<file path="src/hdl/tcm_pkg.sv">
// Constants shared by the tape command, modifier and status block
package tcm_pkg;
    // ------------------------------------------------------------
    // Register byte offsets
    // ------------------------------------------------------------
    localparam logic [7:0] OFS_PARAM = 8'h00;
    localparam logic [7:0] OFS_MODIFIER = 8'h04;
    localparam logic [7:0] OFS_BUFPTR = 8'h08;
    localparam logic [7:0] OFS_COMMAND = 8'h0C;
    localparam logic [7:0] OFS_STATUS = 8'h10;
    localparam logic [7:0] OFS_SBUF0 = 8'h14;
    localparam logic [7:0] OFS_SBUF1 = 8'h18;
    localparam logic [7:0] OFS_SBUF2 = 8'h1C;
    localparam logic [7:0] OFS_LBUF0 = 8'h20;
    // ------------------------------------------------------------
    // Command register bits
    // ------------------------------------------------------------
    localparam int CMD_START = 0;
    localparam int CMD_SEM_CLR = 1;
    localparam int CMD_MEDIA_CLR = 2;
    // ------------------------------------------------------------
    // Function codes
    // ------------------------------------------------------------
    localparam logic [7:0] FN_LOAD = 8'h18;
    localparam logic [7:0] FN_RESET = 8'h1C;
    localparam logic [7:0] FN_RETENSION = 8'h1D;
    localparam logic [7:0] FN_RD_STATUS = 8'h1E;
    localparam logic [7:0] FN_TERMINATE = 8'h1F;
    localparam logic [7:0] FN_XFER_STATUS = 8'h0C;
    // ------------------------------------------------------------
    // Modifier word bit positions
    // ------------------------------------------------------------
    localparam int MOD_NO_IRQ = 0;
    localparam int MOD_NO_RETRY = 1;
    localparam int MOD_DELETED = 2;
    localparam int MOD_LINEAR = 3;
    localparam int MOD_LONG_STAT = 4;
    localparam int MOD_CHECKSUM = 8;
    localparam int MOD_RESTORE = 9;
    // ------------------------------------------------------------
    // Result byte, status buffer and reset values
    // ------------------------------------------------------------
    localparam int RES_HARD = 6;
    localparam int RES_ERR = 7;
    localparam int ST_BAD_FUNC = 0;
    localparam int UNITS = 4;
    localparam logic [7:0] RESULT_RST = 8'h00;
    localparam logic [3:0] DIAG_FULL = 4'h0;
    localparam logic [3:0] DIAG_CHECKSUM = 4'h1;
    localparam logic [3:0] DIAG_RESTORE = 4'h2;
    localparam logic [3:0] RETRY_NONE = 4'h1;
    localparam logic [3:0] RETRY_DEFAULT = 4'h8;
    typedef enum logic [2:0] {
        S_IDLE, S_ISSUE, S_SUMM, S_POST
    } tcm_state_t;
endpackage

</file>
<file path="src/hdl/tcm_ctrl.sv">
// Tape command interpreter with modifier decode and status posting
`timescale 1ns/10ps
module tcm_ctrl (
    input wire logic clk_in, // 25 MHz clock
    input wire logic rst_in, // Async reset, active high
    input wire logic psel_in, // APB select
    input wire logic penable_in, // APB enable
    input wire logic pwrite_in, // APB direction
    input wire logic [7:0] paddr_in, // APB byte address
    input wire logic [31:0] pwdata_in, // APB write data
    output logic [31:0] prdata_out, // APB read data
    output logic pready_out, // APB ready
    output logic pslverr_out, // APB error, unmapped
    input wire logic drv_ack_in, // Drive accepted command / started
    input wire logic drv_writing_in, // Transfer in progress is a write
    input wire logic [3:0] drv_done_in, // Off-line part done per unit
    input wire logic [3:0] drv_cart_in, // Cartridge present per unit
    input wire logic [95:0] drv_status_in, // Twelve status bytes
    output logic cmd_valid_out, // Command request to drive
    output logic [7:0] cmd_func_out, // Function code to drive
    output logic [1:0] cmd_unit_out, // Unit to drive
    output logic cmd_filemark_out, // Record one file mark
    output logic cmd_rewind_out, // Rewind to beginning marker
    output logic irq_out, // Completion interrupt to host
    output logic [23:0] buf_addr_out, // Data buffer address
    output logic deleted_out, // Floppy deleted-data transfers
    output logic [3:0] retries_out, // Hard disk attempt limit
    output logic [3:0] diag_mode_out // Diagnostic variant
);
    // ------------------------------------------------------------
    // Functions
    // ------------------------------------------------------------
    function automatic logic [7:0] summarize(input logic [95:0] b,
        input logic [1:0] u, input logic [3:0] code);
        logic err;
        logic hard;
        err = |b[23:0];
        hard = b[0] | b[1] | b[2] | b[6];
        return {err, hard & err, u, code};
    endfunction

    function automatic logic is_long(input logic [7:0] f);
        return f == tcm_pkg::FN_LOAD || f == tcm_pkg::FN_RESET ||
            f == tcm_pkg::FN_RETENSION;
    endfunction

    // ------------------------------------------------------------
    // State
    // ------------------------------------------------------------
    tcm_pkg::tcm_state_t state;
    logic [15:0] dev_code;
    logic [7:0] unit_reg;
    logic [7:0] func_reg;
    logic [15:0] modifier;
    logic [31:0] bufptr;
    logic [7:0] cur_func;
    logic [1:0] cur_unit;
    logic [15:0] cur_mod;
    logic [3:0] cur_code;
    logic [95:0] sbuf;
    logic [95:0] lbuf;
    logic [7:0] result;
    logic sem;
    logic post_lt;
    logic [3:0] pending;
    logic [3:0] done_req;
    logic [3:0] watch;
    logic [3:0] cart_q;
    logic [3:0] media_chg;

    // ------------------------------------------------------------
    // APB decode
    // ------------------------------------------------------------
    wire setup = psel_in & ~penable_in;
    wire wr = psel_in & penable_in & pwrite_in & pready_out;
    wire wr_cmd = wr && paddr_in == tcm_pkg::OFS_COMMAND;
    wire start = wr_cmd & pwdata_in[tcm_pkg::CMD_START];
    wire sem_clr = wr_cmd & pwdata_in[tcm_pkg::CMD_SEM_CLR];
    wire media_clr = wr_cmd & pwdata_in[tcm_pkg::CMD_MEDIA_CLR];
    wire idle = state == tcm_pkg::S_IDLE;
    wire [31:0] status_word = {14'h0000, media_chg, pending,
        ~idle, sem, result};
    logic [31:0] rd_data;
    logic rd_hit;
    always_comb begin
        rd_hit = 1'b1;
        if (paddr_in == tcm_pkg::OFS_PARAM) begin
            rd_data = {func_reg, unit_reg, dev_code};
        end else if (paddr_in == tcm_pkg::OFS_MODIFIER) begin
            rd_data = {16'h0000, modifier};
        end else if (paddr_in == tcm_pkg::OFS_BUFPTR) begin
            rd_data = bufptr;
        end else if (paddr_in == tcm_pkg::OFS_COMMAND) begin
            rd_data = 32'h0000_0000;
        end else if (paddr_in == tcm_pkg::OFS_STATUS) begin
            rd_data = status_word;
        end else if (paddr_in == tcm_pkg::OFS_SBUF0) begin
            rd_data = sbuf[31:0];
        end else if (paddr_in == tcm_pkg::OFS_SBUF1) begin
            rd_data = sbuf[63:32];
        end else if (paddr_in == tcm_pkg::OFS_SBUF2) begin
            rd_data = sbuf[95:64];
        end else begin
            rd_data = 32'h0000_0000;
            rd_hit = 1'b0;
        end
    end

    always_ff @(posedge clk_in or posedge rst_in) begin
        if (rst_in) begin
            pready_out <= 1'b0;
            pslverr_out <= 1'b0;
            prdata_out <= 32'h0000_0000;
        end else begin
            pready_out <= setup;
            pslverr_out <= setup & ~rd_hit;
            prdata_out <= (setup & ~pwrite_in) ? rd_data : 32'h0000_0000;
        end
    end

    // parameter block fields held for the host
    always_ff @(posedge clk_in or posedge rst_in) begin
        if (rst_in) begin
            dev_code <= 16'h0000;
            unit_reg <= 8'h00;
            func_reg <= 8'h00;
            modifier <= 16'h0000;
            bufptr <= 32'h0000_0000;
        end else if (wr && paddr_in == tcm_pkg::OFS_PARAM) begin
            {func_reg, unit_reg, dev_code} <= pwdata_in;
        end else if (wr && paddr_in == tcm_pkg::OFS_MODIFIER) begin
            modifier <= pwdata_in[15:0];
        end else if (wr && paddr_in == tcm_pkg::OFS_BUFPTR) begin
            bufptr <= pwdata_in;
        end
    end

    // ------------------------------------------------------------
    // Modifier decode
    // ------------------------------------------------------------
    // linear or segment:offset pointer
    wire [19:0] seg_addr = {bufptr[31:16], 4'h0} + {4'h0, bufptr[15:0]};
    wire [23:0] next_buf_addr = modifier[tcm_pkg::MOD_LINEAR] ?
        bufptr[23:0] : {4'h0, seg_addr};
    wire [3:0] next_diag = modifier[tcm_pkg::MOD_CHECKSUM] ?
        tcm_pkg::DIAG_CHECKSUM : modifier[tcm_pkg::MOD_RESTORE] ?
        tcm_pkg::DIAG_RESTORE : tcm_pkg::DIAG_FULL;

    // modifier bits take effect at start
    always_ff @(posedge clk_in or posedge rst_in) begin
        if (rst_in) begin
            buf_addr_out <= 24'h00_0000;
            deleted_out <= 1'b0;
            retries_out <= tcm_pkg::RETRY_DEFAULT;
            diag_mode_out <= tcm_pkg::DIAG_FULL;
        end else if (start && idle && !sem) begin
            buf_addr_out <= next_buf_addr;
            deleted_out <= modifier[tcm_pkg::MOD_DELETED];
            retries_out <= modifier[tcm_pkg::MOD_NO_RETRY] ?
                tcm_pkg::RETRY_NONE : tcm_pkg::RETRY_DEFAULT;
            diag_mode_out <= next_diag;
        end
    end

    // ------------------------------------------------------------
    // Media change watch
    // ------------------------------------------------------------
    always_ff @(posedge clk_in or posedge rst_in) begin
        if (rst_in) begin
            cart_q <= 4'h0;
            media_chg <= 4'h0;
        end else begin
            cart_q <= drv_cart_in;
            // watched units flag a cartridge change
            media_chg <= (media_clr ? 4'h0 : media_chg) |
                (watch & (cart_q ^ drv_cart_in));
        end
    end

    // ------------------------------------------------------------
    // Off-line completion tracking
    // ------------------------------------------------------------
    wire [3:0] done_evt = drv_done_in & pending;
    wire any_req = |done_req;
    wire [1:0] req_unit = done_req[0] ? 2'd0 : done_req[1] ? 2'd1 :
        done_req[2] ? 2'd2 : 2'd3;
    // late completion only with semaphore free
    wire serve_req = idle && !sem && any_req && !start;
    wire begin_cmd = idle && !sem && start;

    // ------------------------------------------------------------
    // Command sequencer
    // ------------------------------------------------------------
    always_ff @(posedge clk_in or posedge rst_in) begin
        if (rst_in) begin
            state <= tcm_pkg::S_IDLE;
            cur_func <= 8'h00;
            cur_unit <= 2'd0;
            cur_mod <= 16'h0000;
            cur_code <= 4'h0;
            cmd_valid_out <= 1'b0;
            cmd_func_out <= 8'h00;
            cmd_unit_out <= 2'd0;
            cmd_filemark_out <= 1'b0;
            cmd_rewind_out <= 1'b0;
            sbuf <= 96'h0;
            lbuf <= 96'h0;
            result <= tcm_pkg::RESULT_RST;
            sem <= 1'b0;
            irq_out <= 1'b0;
            post_lt <= 1'b0;
            pending <= 4'h0;
            done_req <= 4'h0;
            watch <= 4'h0;
        end else begin
            done_req <= done_req | done_evt;
            if (|done_evt) begin
                lbuf <= drv_status_in;
            end
            if (sem_clr) begin
                sem <= 1'b0;
                irq_out <= 1'b0;
            end
            case (state)
                tcm_pkg::S_IDLE: begin
                    if (begin_cmd) begin
                        cur_func <= func_reg;
                        cur_unit <= unit_reg[1:0];
                        cur_mod <= modifier;
                        cur_code <= dev_code[3:0];
                        post_lt <= 1'b0;
                        if (func_reg == tcm_pkg::FN_RD_STATUS) begin
                            sbuf <= drv_status_in;
                            state <= tcm_pkg::S_SUMM;
                        end else if (func_reg == tcm_pkg::FN_XFER_STATUS)
                        begin
                            if (modifier[tcm_pkg::MOD_LONG_STAT]) begin
                                sbuf <= lbuf;
                            end
                            state <= tcm_pkg::S_SUMM;
                        end else if (is_long(func_reg) ||
                            func_reg == tcm_pkg::FN_TERMINATE) begin
                            cmd_valid_out <= 1'b1;
                            cmd_func_out <= func_reg;
                            cmd_unit_out <= unit_reg[1:0];
                            // write end gets one file mark
                            cmd_filemark_out <= func_reg ==
                                tcm_pkg::FN_TERMINATE && drv_writing_in;
                            cmd_rewind_out <= func_reg == tcm_pkg::FN_LOAD
                                || (func_reg == tcm_pkg::FN_TERMINATE &&
                                !drv_writing_in);
                            state <= tcm_pkg::S_ISSUE;
                        end else begin
                            sbuf <= 96'h1 << tcm_pkg::ST_BAD_FUNC;
                            state <= tcm_pkg::S_SUMM;
                        end
                    end else if (serve_req) begin
                        cur_unit <= req_unit;
                        done_req[req_unit] <= 1'b0;
                        pending[req_unit] <= 1'b0;
                        post_lt <= 1'b1;
                        state <= tcm_pkg::S_SUMM;
                    end
                end
                tcm_pkg::S_ISSUE: begin
                    if (drv_ack_in) begin
                        cmd_valid_out <= 1'b0;
                        sbuf <= drv_status_in;
                        if (is_long(cur_func)) begin
                            pending[cur_unit] <= 1'b1;
                        end
                        if (cur_func == tcm_pkg::FN_LOAD) begin
                            watch[cur_unit] <= 1'b1;
                        end
                        state <= tcm_pkg::S_SUMM;
                    end
                end
                tcm_pkg::S_SUMM: begin
                    result <= summarize(post_lt ? lbuf : sbuf, cur_unit,
                        cur_code);
                    state <= tcm_pkg::S_POST;
                end
                tcm_pkg::S_POST: begin
                    sem <= 1'b1;
                    // only the first interrupt is suppressible
                    irq_out <= post_lt | ~cur_mod[tcm_pkg::MOD_NO_IRQ];
                    state <= tcm_pkg::S_IDLE;
                end
                default: begin
                    state <= tcm_pkg::S_IDLE;
                end
            endcase
        end
    end

    // ------------------------------------------------------------
    // Checks
    // ------------------------------------------------------------
    // load issued to drive
    chk_load_issue: assert property (
        @(posedge clk_in) disable iff (rst_in)
        begin_cmd && func_reg == tcm_pkg::FN_LOAD |=> cmd_valid_out &&
        cmd_func_out == tcm_pkg::FN_LOAD && cmd_rewind_out)
        else $error("load not issued");
    chk_offline_irq: assert property (
        @(posedge clk_in) disable iff (rst_in)
        serve_req |=> ##2 irq_out && sem)
        else $error("completion interrupt missing");
    chk_sem_wait: assert property (
        @(posedge clk_in) disable iff (rst_in)
        sem && idle && !sem_clr |=> idle)
        else $error("posted while semaphore held");
    chk_rdstat_still: assert property (@(posedge clk_in)
        disable iff (rst_in) begin_cmd && func_reg == tcm_pkg::FN_RD_STATUS
        |=> !cmd_valid_out ##1 !cmd_valid_out)
        else $error("read status moved tape");
    chk_term_mark: assert property (
        @(posedge clk_in) disable iff (rst_in)
        begin_cmd && func_reg == tcm_pkg::FN_TERMINATE && drv_writing_in
        |=> cmd_filemark_out && !cmd_rewind_out)
        else $error("file mark missing");
    chk_irq_suppress: assert property (@(posedge clk_in)
        disable iff (rst_in) state == tcm_pkg::S_POST && !post_lt &&
        cur_mod[tcm_pkg::MOD_NO_IRQ] |=> !irq_out)
        else $error("suppressed interrupt raised");
    chk_linear_ptr: assert property (
        @(posedge clk_in) disable iff (rst_in)
        begin_cmd && modifier[tcm_pkg::MOD_LINEAR] |=>
        buf_addr_out == $past(bufptr[23:0]))
        else $error("linear pointer wrong");
    chk_result_first: assert property (@(posedge clk_in)
        disable iff (rst_in) $rose(irq_out) |-> $past(state, 2) ==
        tcm_pkg::S_SUMM && result[5:4] == cur_unit)
        else $error("interrupt before summary");
    chk_err_bit: assert property (
        @(posedge clk_in) disable iff (rst_in)
        state == tcm_pkg::S_SUMM && !post_lt && |sbuf[23:0] |=>
        result[tcm_pkg::RES_ERR])
        else $error("error bit not set");
    chk_no_retry: assert property (
        @(posedge clk_in) disable iff (rst_in)
        begin_cmd && modifier[tcm_pkg::MOD_NO_RETRY] |=>
        retries_out == tcm_pkg::RETRY_NONE)
        else $error("retries not inhibited");
endmodule // tcm_ctrl

</file>
<file path="config.mk">
export PLATFORM = sky130hd
export DESIGN_NAME = tcm_ctrl
export DESIGN_NICKNAME = d
export VERILOG_FILES = /design/src/hdl/tcm_pkg.sv /design/src/hdl/tcm_ctrl.sv
export SDC_FILE = /design/constraint.sdc
export NUM_CORES = 1
export LEC_CHECK = 0
export BUFFER_PORTS_ARGS = -buffer_cell sky130_fd_sc_hd__buf_2
export CAP_MARGIN = 25
export CORE_UTILIZATION = 60
export CTS_CLUSTER_SIZE = 16
export DETAILED_ROUTE_END_ITERATION = 8
export PLACE_DENSITY_LB_ADDON = 0.05
export SLEW_MARGIN = 20
export SYNTH_ARGS = -nofsm -noshare
export SYNTH_HDL_FRONTEND = slang
export SYNTH_SLANG_ARGS = --single-unit
</file>
<file path="constraint.sdc">
create_clock -name clk_in -period 22.6 [get_ports clk_in]
set_input_delay 4.52 -clock clk_in [delete_from_list [all_inputs] [get_ports clk_in]]
set_output_delay 4.52 -clock clk_in [all_outputs]
set_load 0.1 [all_outputs]
</file>
==> metrics.txt, run 1 <==
# TYPE chip_impl_metric gauge
chip_impl_metric{name="drc",unit=""} 0
chip_impl_metric{name="critPathArrivalTime",unit="ns"} 7.22
chip_impl_metric{name="power.internal",unit="mW"} 1.138
chip_impl_metric{name="ys_async_sr_fraction",unit=""} 1.000
chip_impl_metric{name="timing.final.max_slew_violations",unit=""} 0
chip_impl_metric{name="detailedPlacementHpwl",unit="µm"} 35450
chip_impl_info{name="yosys-top-cells-count",value="dfrtp_1, nand2_1, mux2_2"} 1
chip_impl_info{name="yosysTopAreaCell",value="dfrtp_1"} 1
chip_impl_metric{name="clk_transition_reported_paths",unit="ns"} 0.06
chip_impl_metric{name="clock.fmax",unit="MHz"} 147.0
chip_impl_metric{name="globalRouteTotalUtil",unit=""} 0.3184
chip_impl_metric{name="hold_violations",unit=""} 0
chip_impl_metric{name="power.share.combinational",unit=""} 0.035
chip_impl_metric{name="peakVddDrop",unit="mV"} 0.04709
chip_impl_metric{name="final_non_filler_cell_area",unit="mm²"} 0.02142
chip_impl_metric{name="power_density",unit="mW/mm²"} 67.76
chip_impl_metric{name="period_share",unit=""} 0.3011
chip_impl_metric{name="fp.dieH",unit="µm"} 178.5
chip_impl_metric{name="synth.yosys.warnings",unit=""} 0
chip_impl_metric{name="cts.path.max_buffers",unit=""} 3
chip_impl_metric{name="setup_violations",unit=""} 0
chip_impl_metric{name="filler_free_cell_count_of_the_finished_design",unit=""} 2314
chip_impl_metric{name="nets",unit=""} 2058
chip_impl_metric{name="portBuffers",unit=""} 227
chip_impl_metric{name="grt_antenna_before_repair",unit=""} 1
chip_impl_metric{name="dieArea",unit="mm²"} 0.03185
chip_impl_metric{name="hold_bufs_at_cts",unit=""} 0
chip_impl_metric{name="crit_fanout",unit=""} 58
chip_impl_metric{name="ys_seq_area_frac",unit=""} 0.5304
chip_impl_metric{name="synth_edf_count",unit=""} 0
chip_impl_metric{name="fin_crit",unit="ns"} 6.805
chip_impl_info{name="start_kind",value="input pin"} 1
chip_impl_metric{name="postCtsSetupRepairBufs",unit=""} 0
chip_impl_info{name="tritoncts",value="done"} 1
chip_impl_info{name="synthFlopType",value="dfrtp_1"} 1
chip_impl_metric{name="vias",unit=""} 14143
chip_impl_metric{name="power.share.clock",unit=""} 0.475
chip_impl_metric{name="total_power",unit="mW"} 1.451
chip_impl_metric{name="post_cts.resized_instances",unit=""} 0
chip_impl_metric{name="initial_core_util",unit=""} 0.6108
chip_impl_metric{name="fill_cells",unit=""} 2312
chip_impl_metric{name="die_width",unit="µm"} 178.5
chip_impl_metric{name="detail_route.wl_per_cell",unit="µm"} 21.71
chip_impl_metric{name="firstDrtPassIters",unit=""} 6
chip_impl_info{name="cts.root.buffer_cell",value="clkbuf_16"} 1
chip_impl_metric{name="row_count",unit=""} 64
chip_impl_metric{name="max_transition_margin",unit=""} 0.2663
chip_impl_metric{name="switching_share",unit=""} 0.2160
chip_impl_metric{name="syn_avg_cell_area",unit="µm²"} 10.92
chip_impl_metric{name="fp.coreArea",unit="mm²"} 0.03059
chip_impl_metric{name="final.setup.tns",unit="ns"} 0
chip_impl_info{name="crit_path_end_kind",value="flip-flop"} 1
chip_impl_metric{name="final-seq-area",unit="mm²"} 0.009911
chip_impl_metric{name="clock_tree.htree_level_count",unit=""} 2
chip_impl_info{name="biggestRegsByFlops",value="lbuf (96), sbuf (96)"} 1
chip_impl_metric{name="numCtsBuffers",unit=""} 43
chip_impl_metric{name="final_layout_size_suffix_gt1_frac",unit=""} 0.3140
chip_impl_metric{name="timing.max_cap.violations",unit=""} 0
chip_impl_metric{name="grt_max_degree",unit=""} 118
chip_impl_metric{name="drtAntennaViolNets",unit=""} 0
chip_impl_metric{name="multiInputGateArea",unit="mm²"} 0.008223
chip_impl_info{name="path_class",value="in2reg"} 1
chip_impl_metric{name="grt_overflow",unit=""} 0
chip_impl_metric{name="worst_skew",unit="ns"} 0.01167
chip_impl_metric{name="leakage",unit="nW"} 10.71
chip_impl_metric{name="detail_route.wirelength",unit="µm"} 50240
chip_impl_info{name="unrepaired_setup_endpoints_after_global_routing",value="no"} 1
chip_impl_metric{name="area.growth.synth_to_final",unit="%"} 14.62
chip_impl_metric{name="via_per_inst",unit=""} 6.112
chip_impl_metric{name="first_global_vias",unit=""} 13469
chip_impl_info{name="netlist_top_cells_area",value="dfrtp_1, mux2_2, nand2_1, o21ai_0, mux2_4"} 1
chip_impl_metric{name="top_level_ports",unit=""} 232
chip_impl_metric{name="p_sw",unit="mW"} 0.3134
chip_impl_metric{name="post_synth_inst_count",unit=""} 1711
chip_impl_metric{name="grt_pass1_wl",unit="µm"} 76710
chip_impl_metric{name="gp_routability_congestion",unit=""} 0.9041
chip_impl_metric{name="tritoncts_num_sinks",unit=""} 396
chip_impl_metric{name="synth.cell_area",unit="mm²"} 0.01869
chip_impl_metric{name="wp_data_required",unit="ns"} 23.02
chip_impl_info{name="outcome",value="finished clean"} 1
chip_impl_metric{name="synth_cell_type_count",unit=""} 65
chip_impl_metric{name="worst_pin_slew",unit="ns"} 1.101
chip_impl_metric{name="synth.top_cell.area_share",unit=""} 0.5290
chip_impl_metric{name="placed_cell_area",unit="mm²"} 0.01999
chip_impl_metric{name="dp_cells",unit=""} 2239
chip_impl_metric{name="synth.ff_latch_count",unit=""} 396
chip_impl_metric{name="share_seq_of_total_power",unit=""} 0.490
chip_impl_info{name="yosysMostFrequentCell",value="dfrtp_1"} 1
chip_impl_metric{name="clock_latency",unit="ns"} 0.54
chip_impl_metric{name="detailedRoute.firstIterationViolations",unit=""} 1136
chip_impl_info{name="path_type_of_the_worst_min_delay_path",value="reg2reg"} 1
==> cell type report <==
class / instances / area share
Clock buffer: 64 / 0.05824
Timing Repair Buffer: 248 / 0.06280
Sequential cell: 396 / 0.4627
Clock inverter: 8 / 0.005374
Tap cell: 396 / 0.02313
Antenna cell: 1 / 0.0001168
Inverter: 19 / 0.003680
Multi-Input combinational cell: 1182 / 0.3839
==> critical path: stages <==
cell	delay, ns
buf_2	0.20
nor4_4	0.08
and3_1	0.30
and2_1	0.22
o211ai_1	0.11
a21o_4	0.51
buf_4	0.80
mux2_2	0.42
==> stage by stage <==
step | hold WS (ns) | worst slack (ns) | utilization
global route | 0.4826 | 15.66 | 0.7002
CTS | 0.4624 | 15.81 | 0.6979
detailed placement | 0.4494 | 15.25 | 0.6534
global placement | 0.4399 | 15.29 | 0.6534
finish | 0.4571 | 15.80 | 0.7002
floorplan | 0.4286 | 7.071 | -
==> cell usage in the layout, fill, tap and decap left out, types with 18 or more instances in the layout <==
| cell | count |
|---|---|
| mux2_4 | 40 |
| mux2i_1 | 29 |
| nand2_1 | 315 |
| buf_2 | 227 |
| o22ai_1 | 20 |
| clkbuf_16 | 45 |
| nand3_1 | 24 |
| o211ai_1 | 18 |
| mux2_2 | 237 |
| a21oi_1 | 77 |
| dfrtp_1 | 395 |
| nor2_1 | 62 |
| o21ai_0 | 148 |
==> per-layer routing <==
metal	global-route usage	part of all wire	vias to the layer above
li1	-	-	6411
met1	0.4538	0.44	7054
met4	0.1391	0.045	0
met2	0.4822	0.45	551
met5	0	0	-
met3	0.05158	0.063	127
==> cells by family after synthesis <==
family / Yosys count / share of synthesized area
AO/OA/AOI/OAI: 363 / 0.1173
XOR/XNOR: 13 / 0.006094
adder cells (fa/ha/maj): 17 / 0.01179
buffers and inverters: 136 / 0.03248
flip-flops: 396 / 0.5304
multiplexers: 308 / 0.1917
other: 1 / 0.0002007
AND/OR/NAND/NOR: 477 / 0.1100
==> power by group through the flow <==
stage	logic (mW)	clock network (mW)	registers [mW]
CTS	0.0506	0.697	0.711
global route	0.0563	0.724	0.711
global placement	0.0497	0	0.724
detailed placement	0.0504	0	0.724
finish	0.0509	0.689	0.711
floorplan	0.0224	0	0.726
==> final timing paths <==
kind	depth (start not counted)	start	slack (ns)	to
worst max register to register	8	func_reg[3]	19.07	sbuf[81]
max in group asynchronous	5	rst_in	16.58	lbuf[52]
worst min-delay path	2	diag_mode_out[1]	0.46	diag_mode_out[1]
min in group asynchronous	2	rst_in	4.05	cmd_func_out[4]
worst min register to register	2	diag_mode_out[1]	0.46	diag_mode_out[1]
worst max-delay path	8	paddr_in[4]	15.80	sbuf[73]
Note: power is estimated with default switching activity, not from simulation.
==> run 2: changes to the inputs <==
ABC_AREA = 1   (was unset)
CORE_UTILIZATION = 53   (was 60)
clock period = 6.1 ns   (was 22.6 ns; I/O delays follow)
==> metrics.txt, run 2 <==
# TYPE chip_impl_metric gauge
chip_impl_info{name="layout.cells.most_common_list",value="nand2_1, dfrtp_1, o21ai_0, buf_2, nand3_1"} 1
chip_impl_metric{name="firstDrtPassIters",unit=""} 5
chip_impl_metric{name="p_sw",unit="mW"} 2.538
chip_impl_metric{name="leakage",unit="nW"} 10.89
chip_impl_info{name="tritoncts",value="done"} 1
chip_impl_info{name="path_class",value="reg2reg"} 1
chip_impl_metric{name="worst_skew",unit="ns"} 0.01420
chip_impl_metric{name="ys_seq_area_frac",unit=""} 0.5277
chip_impl_metric{name="timing.final.max_slew_violations",unit=""} 0
chip_impl_metric{name="power_density",unit="mW/mm²"} 372.0
chip_impl_metric{name="fp.coreArea",unit="mm²"} 0.03471
chip_impl_metric{name="crit_fanout",unit=""} 132
chip_impl_metric{name="setup_violations",unit=""} 0
chip_impl_info{name="unrepaired_setup_endpoints_after_global_routing",value="no"} 1
chip_impl_metric{name="antenna_cells",unit=""} 0
chip_impl_metric{name="syn_avg_cell_area",unit="µm²"} 8.588
chip_impl_metric{name="power.share.clock",unit=""} 0.323
chip_impl_info{name="yosysTopAreaCell",value="dfrtp_1"} 1
chip_impl_metric{name="synth.ff_latch_count",unit=""} 396
chip_impl_info{name="path_type_of_the_worst_min_delay_path",value="reg2reg"} 1
chip_impl_metric{name="dp_cells",unit=""} 2766
chip_impl_metric{name="via_per_inst",unit=""} 5.646
chip_impl_info{name="biggestRegsByFlops",value="lbuf (96), sbuf (96)"} 1
chip_impl_metric{name="final_layout_size_suffix_gt1_frac",unit=""} 0.1867
chip_impl_metric{name="filler_free_cell_count_of_the_finished_design",unit=""} 2844
chip_impl_metric{name="detailedPlacementHpwl",unit="µm"} 39030
chip_impl_info{name="netlist_top_cells_area",value="dfrtp_1, nand2_1, o21ai_0, mux2_2, nand3_1"} 1
chip_impl_metric{name="grt_pass1_wl",unit="µm"} 84860
chip_impl_info{name="yosys-top-cells-count",value="nand2_1, dfrtp_1, o21ai_0"} 1
chip_impl_metric{name="final.setup.worst_slack",unit="ns"} 2.758
chip_impl_metric{name="period_share",unit=""} 0.5479
chip_impl_metric{name="clock.fmax",unit="MHz"} 299.2
chip_impl_metric{name="gp_routability_congestion",unit=""} 0.9133
chip_impl_metric{name="first_global_vias",unit=""} 15071
chip_impl_metric{name="hold_bufs_at_cts",unit=""} 0
chip_impl_metric{name="tritoncts_num_sinks",unit=""} 396
chip_impl_metric{name="fp.dieH",unit="µm"} 190.2
chip_impl_metric{name="vias",unit=""} 16057
chip_impl_metric{name="timing.max_cap.violations",unit=""} 0
chip_impl_info{name="yosysMostFrequentCell",value="nand2_1"} 1
chip_impl_metric{name="power.internal",unit="mW"} 5.505
chip_impl_metric{name="critPathArrivalTime",unit="ns"} 3.80
chip_impl_metric{name="regToRegSetupSlack",unit="ns"} 2.76
chip_impl_metric{name="synth_cell_type_count",unit=""} 44
chip_impl_metric{name="timing.hold.ws",unit="ns"} 0.4688
chip_impl_metric{name="portBuffers",unit=""} 227
chip_impl_info{name="crit_path_end_kind",value="flip-flop"} 1
chip_impl_metric{name="synth.top_cell.area_share",unit=""} 0.5263
chip_impl_metric{name="fin_crit",unit="ns"} 3.342
chip_impl_metric{name="grt_overflow",unit=""} 0
chip_impl_metric{name="detail_route.wirelength",unit="µm"} 55290
chip_impl_metric{name="postCtsSetupRepairBufs",unit=""} 0
chip_impl_metric{name="initial_core_util",unit=""} 0.5411
chip_impl_metric{name="share_seq_of_total_power",unit=""} 0.455
chip_impl_metric{name="post_cts.resized_instances",unit=""} 0
chip_impl_metric{name="wp_data_required",unit="ns"} 6.56
chip_impl_metric{name="final_non_filler_cell_area",unit="mm²"} 0.02162
chip_impl_metric{name="dieArea",unit="mm²"} 0.03619
chip_impl_metric{name="ys_async_sr_fraction",unit=""} 1.000
chip_impl_metric{name="row_count",unit=""} 68
chip_impl_info{name="mostFrequentLayoutCell",value="nand2_1"} 1
chip_impl_metric{name="peakVddDrop",unit="mV"} 0.2791
chip_impl_info{name="outcome",value="finished clean"} 1
chip_impl_metric{name="synth.cell_area",unit="mm²"} 0.01878
chip_impl_metric{name="power.share.combinational",unit=""} 0.223
chip_impl_metric{name="globalRouteTotalUtil",unit=""} 0.3072
chip_impl_metric{name="worst_pin_slew",unit="ns"} 1.068
chip_impl_metric{name="clk_transition_reported_paths",unit="ns"} 0.06
chip_impl_metric{name="area.growth.synth_to_final",unit="%"} 15.11
chip_impl_metric{name="switching_share",unit=""} 0.3155
chip_impl_metric{name="synth_edf_count",unit=""} 0
chip_impl_metric{name="max_transition_margin",unit=""} 0.2883
chip_impl_info{name="synthFlopType",value="dfrtp_1"} 1
chip_impl_metric{name="detail_route.wl_per_cell",unit="µm"} 19.44
chip_impl_metric{name="hold_violations",unit=""} 0
chip_impl_metric{name="synth.yosys.warnings",unit=""} 0
chip_impl_info{name="start_kind",value="flip-flop"} 1
chip_impl_metric{name="die_width",unit="µm"} 190.2
chip_impl_metric{name="numCtsBuffers",unit=""} 42
chip_impl_metric{name="top_level_ports",unit=""} 232
chip_impl_metric{name="clock_latency",unit="ns"} 0.55
chip_impl_metric{name="clock_tree.htree_level_count",unit=""} 2
chip_impl_metric{name="placed_cell_area",unit="mm²"} 0.02019
chip_impl_metric{name="drc",unit=""} 0
chip_impl_metric{name="dp_worst_setup_slack",unit="ns"} 2.120
chip_impl_metric{name="drtAntennaViolNets",unit=""} 0
chip_impl_metric{name="detailedRoute.firstIterationViolations",unit=""} 1393
chip_impl_metric{name="post_synth_inst_count",unit=""} 2187
chip_impl_metric{name="fill_cells",unit=""} 3106
chip_impl_info{name="cts.root.buffer_cell",value="clkbuf_16"} 1
chip_impl_metric{name="cts.path.max_buffers",unit=""} 3
chip_impl_metric{name="grt_max_degree",unit=""} 193
chip_impl_metric{name="grt_antenna_before_repair",unit=""} 2
chip_impl_metric{name="nets",unit=""} 2524
-- run 2: final cells by class --
cell class	instances	area, µm²	area share
Clock inverter	17	178.9	0.008276
Inverter	154	581.8	0.02691
Sequential cell	396	9911	0.4584
Clock buffer	60	1229	0.05683
Timing Repair Buffer	247	1365	0.06314
Multi-Input combinational cell	1515	7785	0.3601
Tap cell	455	569.3	0.02633
-- run 2: critical path: stages (launching register included) --
cell and delay, ns:
dfrtp_1 0.41, inv_1 0.08, ha_1 0.27, inv_1 0.24, nor2_2 0.12, nand4_4 0.10, buf_4 0.42, nand2_1 0.18
nand3_4 0.52, buf_12 0.47, nand2_1 0.11, o21ai_1 0.11
-- run 2: power groups by stage --
stage / Combinational (mW) / Clock (mW) / Sequential, mW
after floorplan: 1.42 / 0 / 3.58
after global placement: 1.74 / 0 / 3.66
after global routing: 2.03 / 2.73 / 3.73
after detailed placement: 1.79 / 0 / 3.69
final: 1.79 / 2.60 / 3.66
after CTS: 1.80 / 2.63 / 3.65
-- run 2: logic make-up (layout without fill, tap and decap cells) --
logic type / after synthesis / count (layout) / share of synthesized area
other: 1 / 4 / 0.0001997
xor gates and xnor gates: 4 / 4 / 0.001866
AOI/OAI and AO/OA: 451 / 451 / 0.1284
buffers and inverters: 279 / 478 / 0.06102
and+or+nand+nor: 933 / 933 / 0.2058
muxes: 106 / 106 / 0.06322
DFF: 396 / 396 / 0.5277
adders and majority gates: 17 / 17 / 0.01172
-- run 2: worst paths after layout --
check,start,end,cells past startpoint
max in group asynchronous,rst_in,lbuf[34],3
min in group asynchronous,rst_in,prdata_out[12],2
worst min register to register,cmd_func_out[3],cmd_func_out[3],1
worst max-delay path,state[0],sbuf[68],11
worst max register to register,state[0],sbuf[68],11
worst min-delay path,cmd_func_out[3],cmd_func_out[3],1
-- run 2: stage by stage --
stage | setup TNS, ns | power [mW] | util
final | 0 | 8.043 | 0.6228
after global routing | 0 | 8.492 | 0.6228
after CTS | 0 | 8.085 | 0.6222
after detailed placement | 0 | 5.486 | 0.5817
after global placement | 0 | 5.398 | 0.5814
after floorplan | -177.36 | 5.003 | -
-- run 2: layer usage --
metal	vias up	part of all wire	routed length [µm]	track usage
met1	7738	0.42	23210	0.4166
met4	4	0.044	2439	0.1332
met5	-	0.00060	33	0
met3	124	0.075	4134	0.06275
met2	599	0.46	25480	0.4794
li1	7592	-	-	-
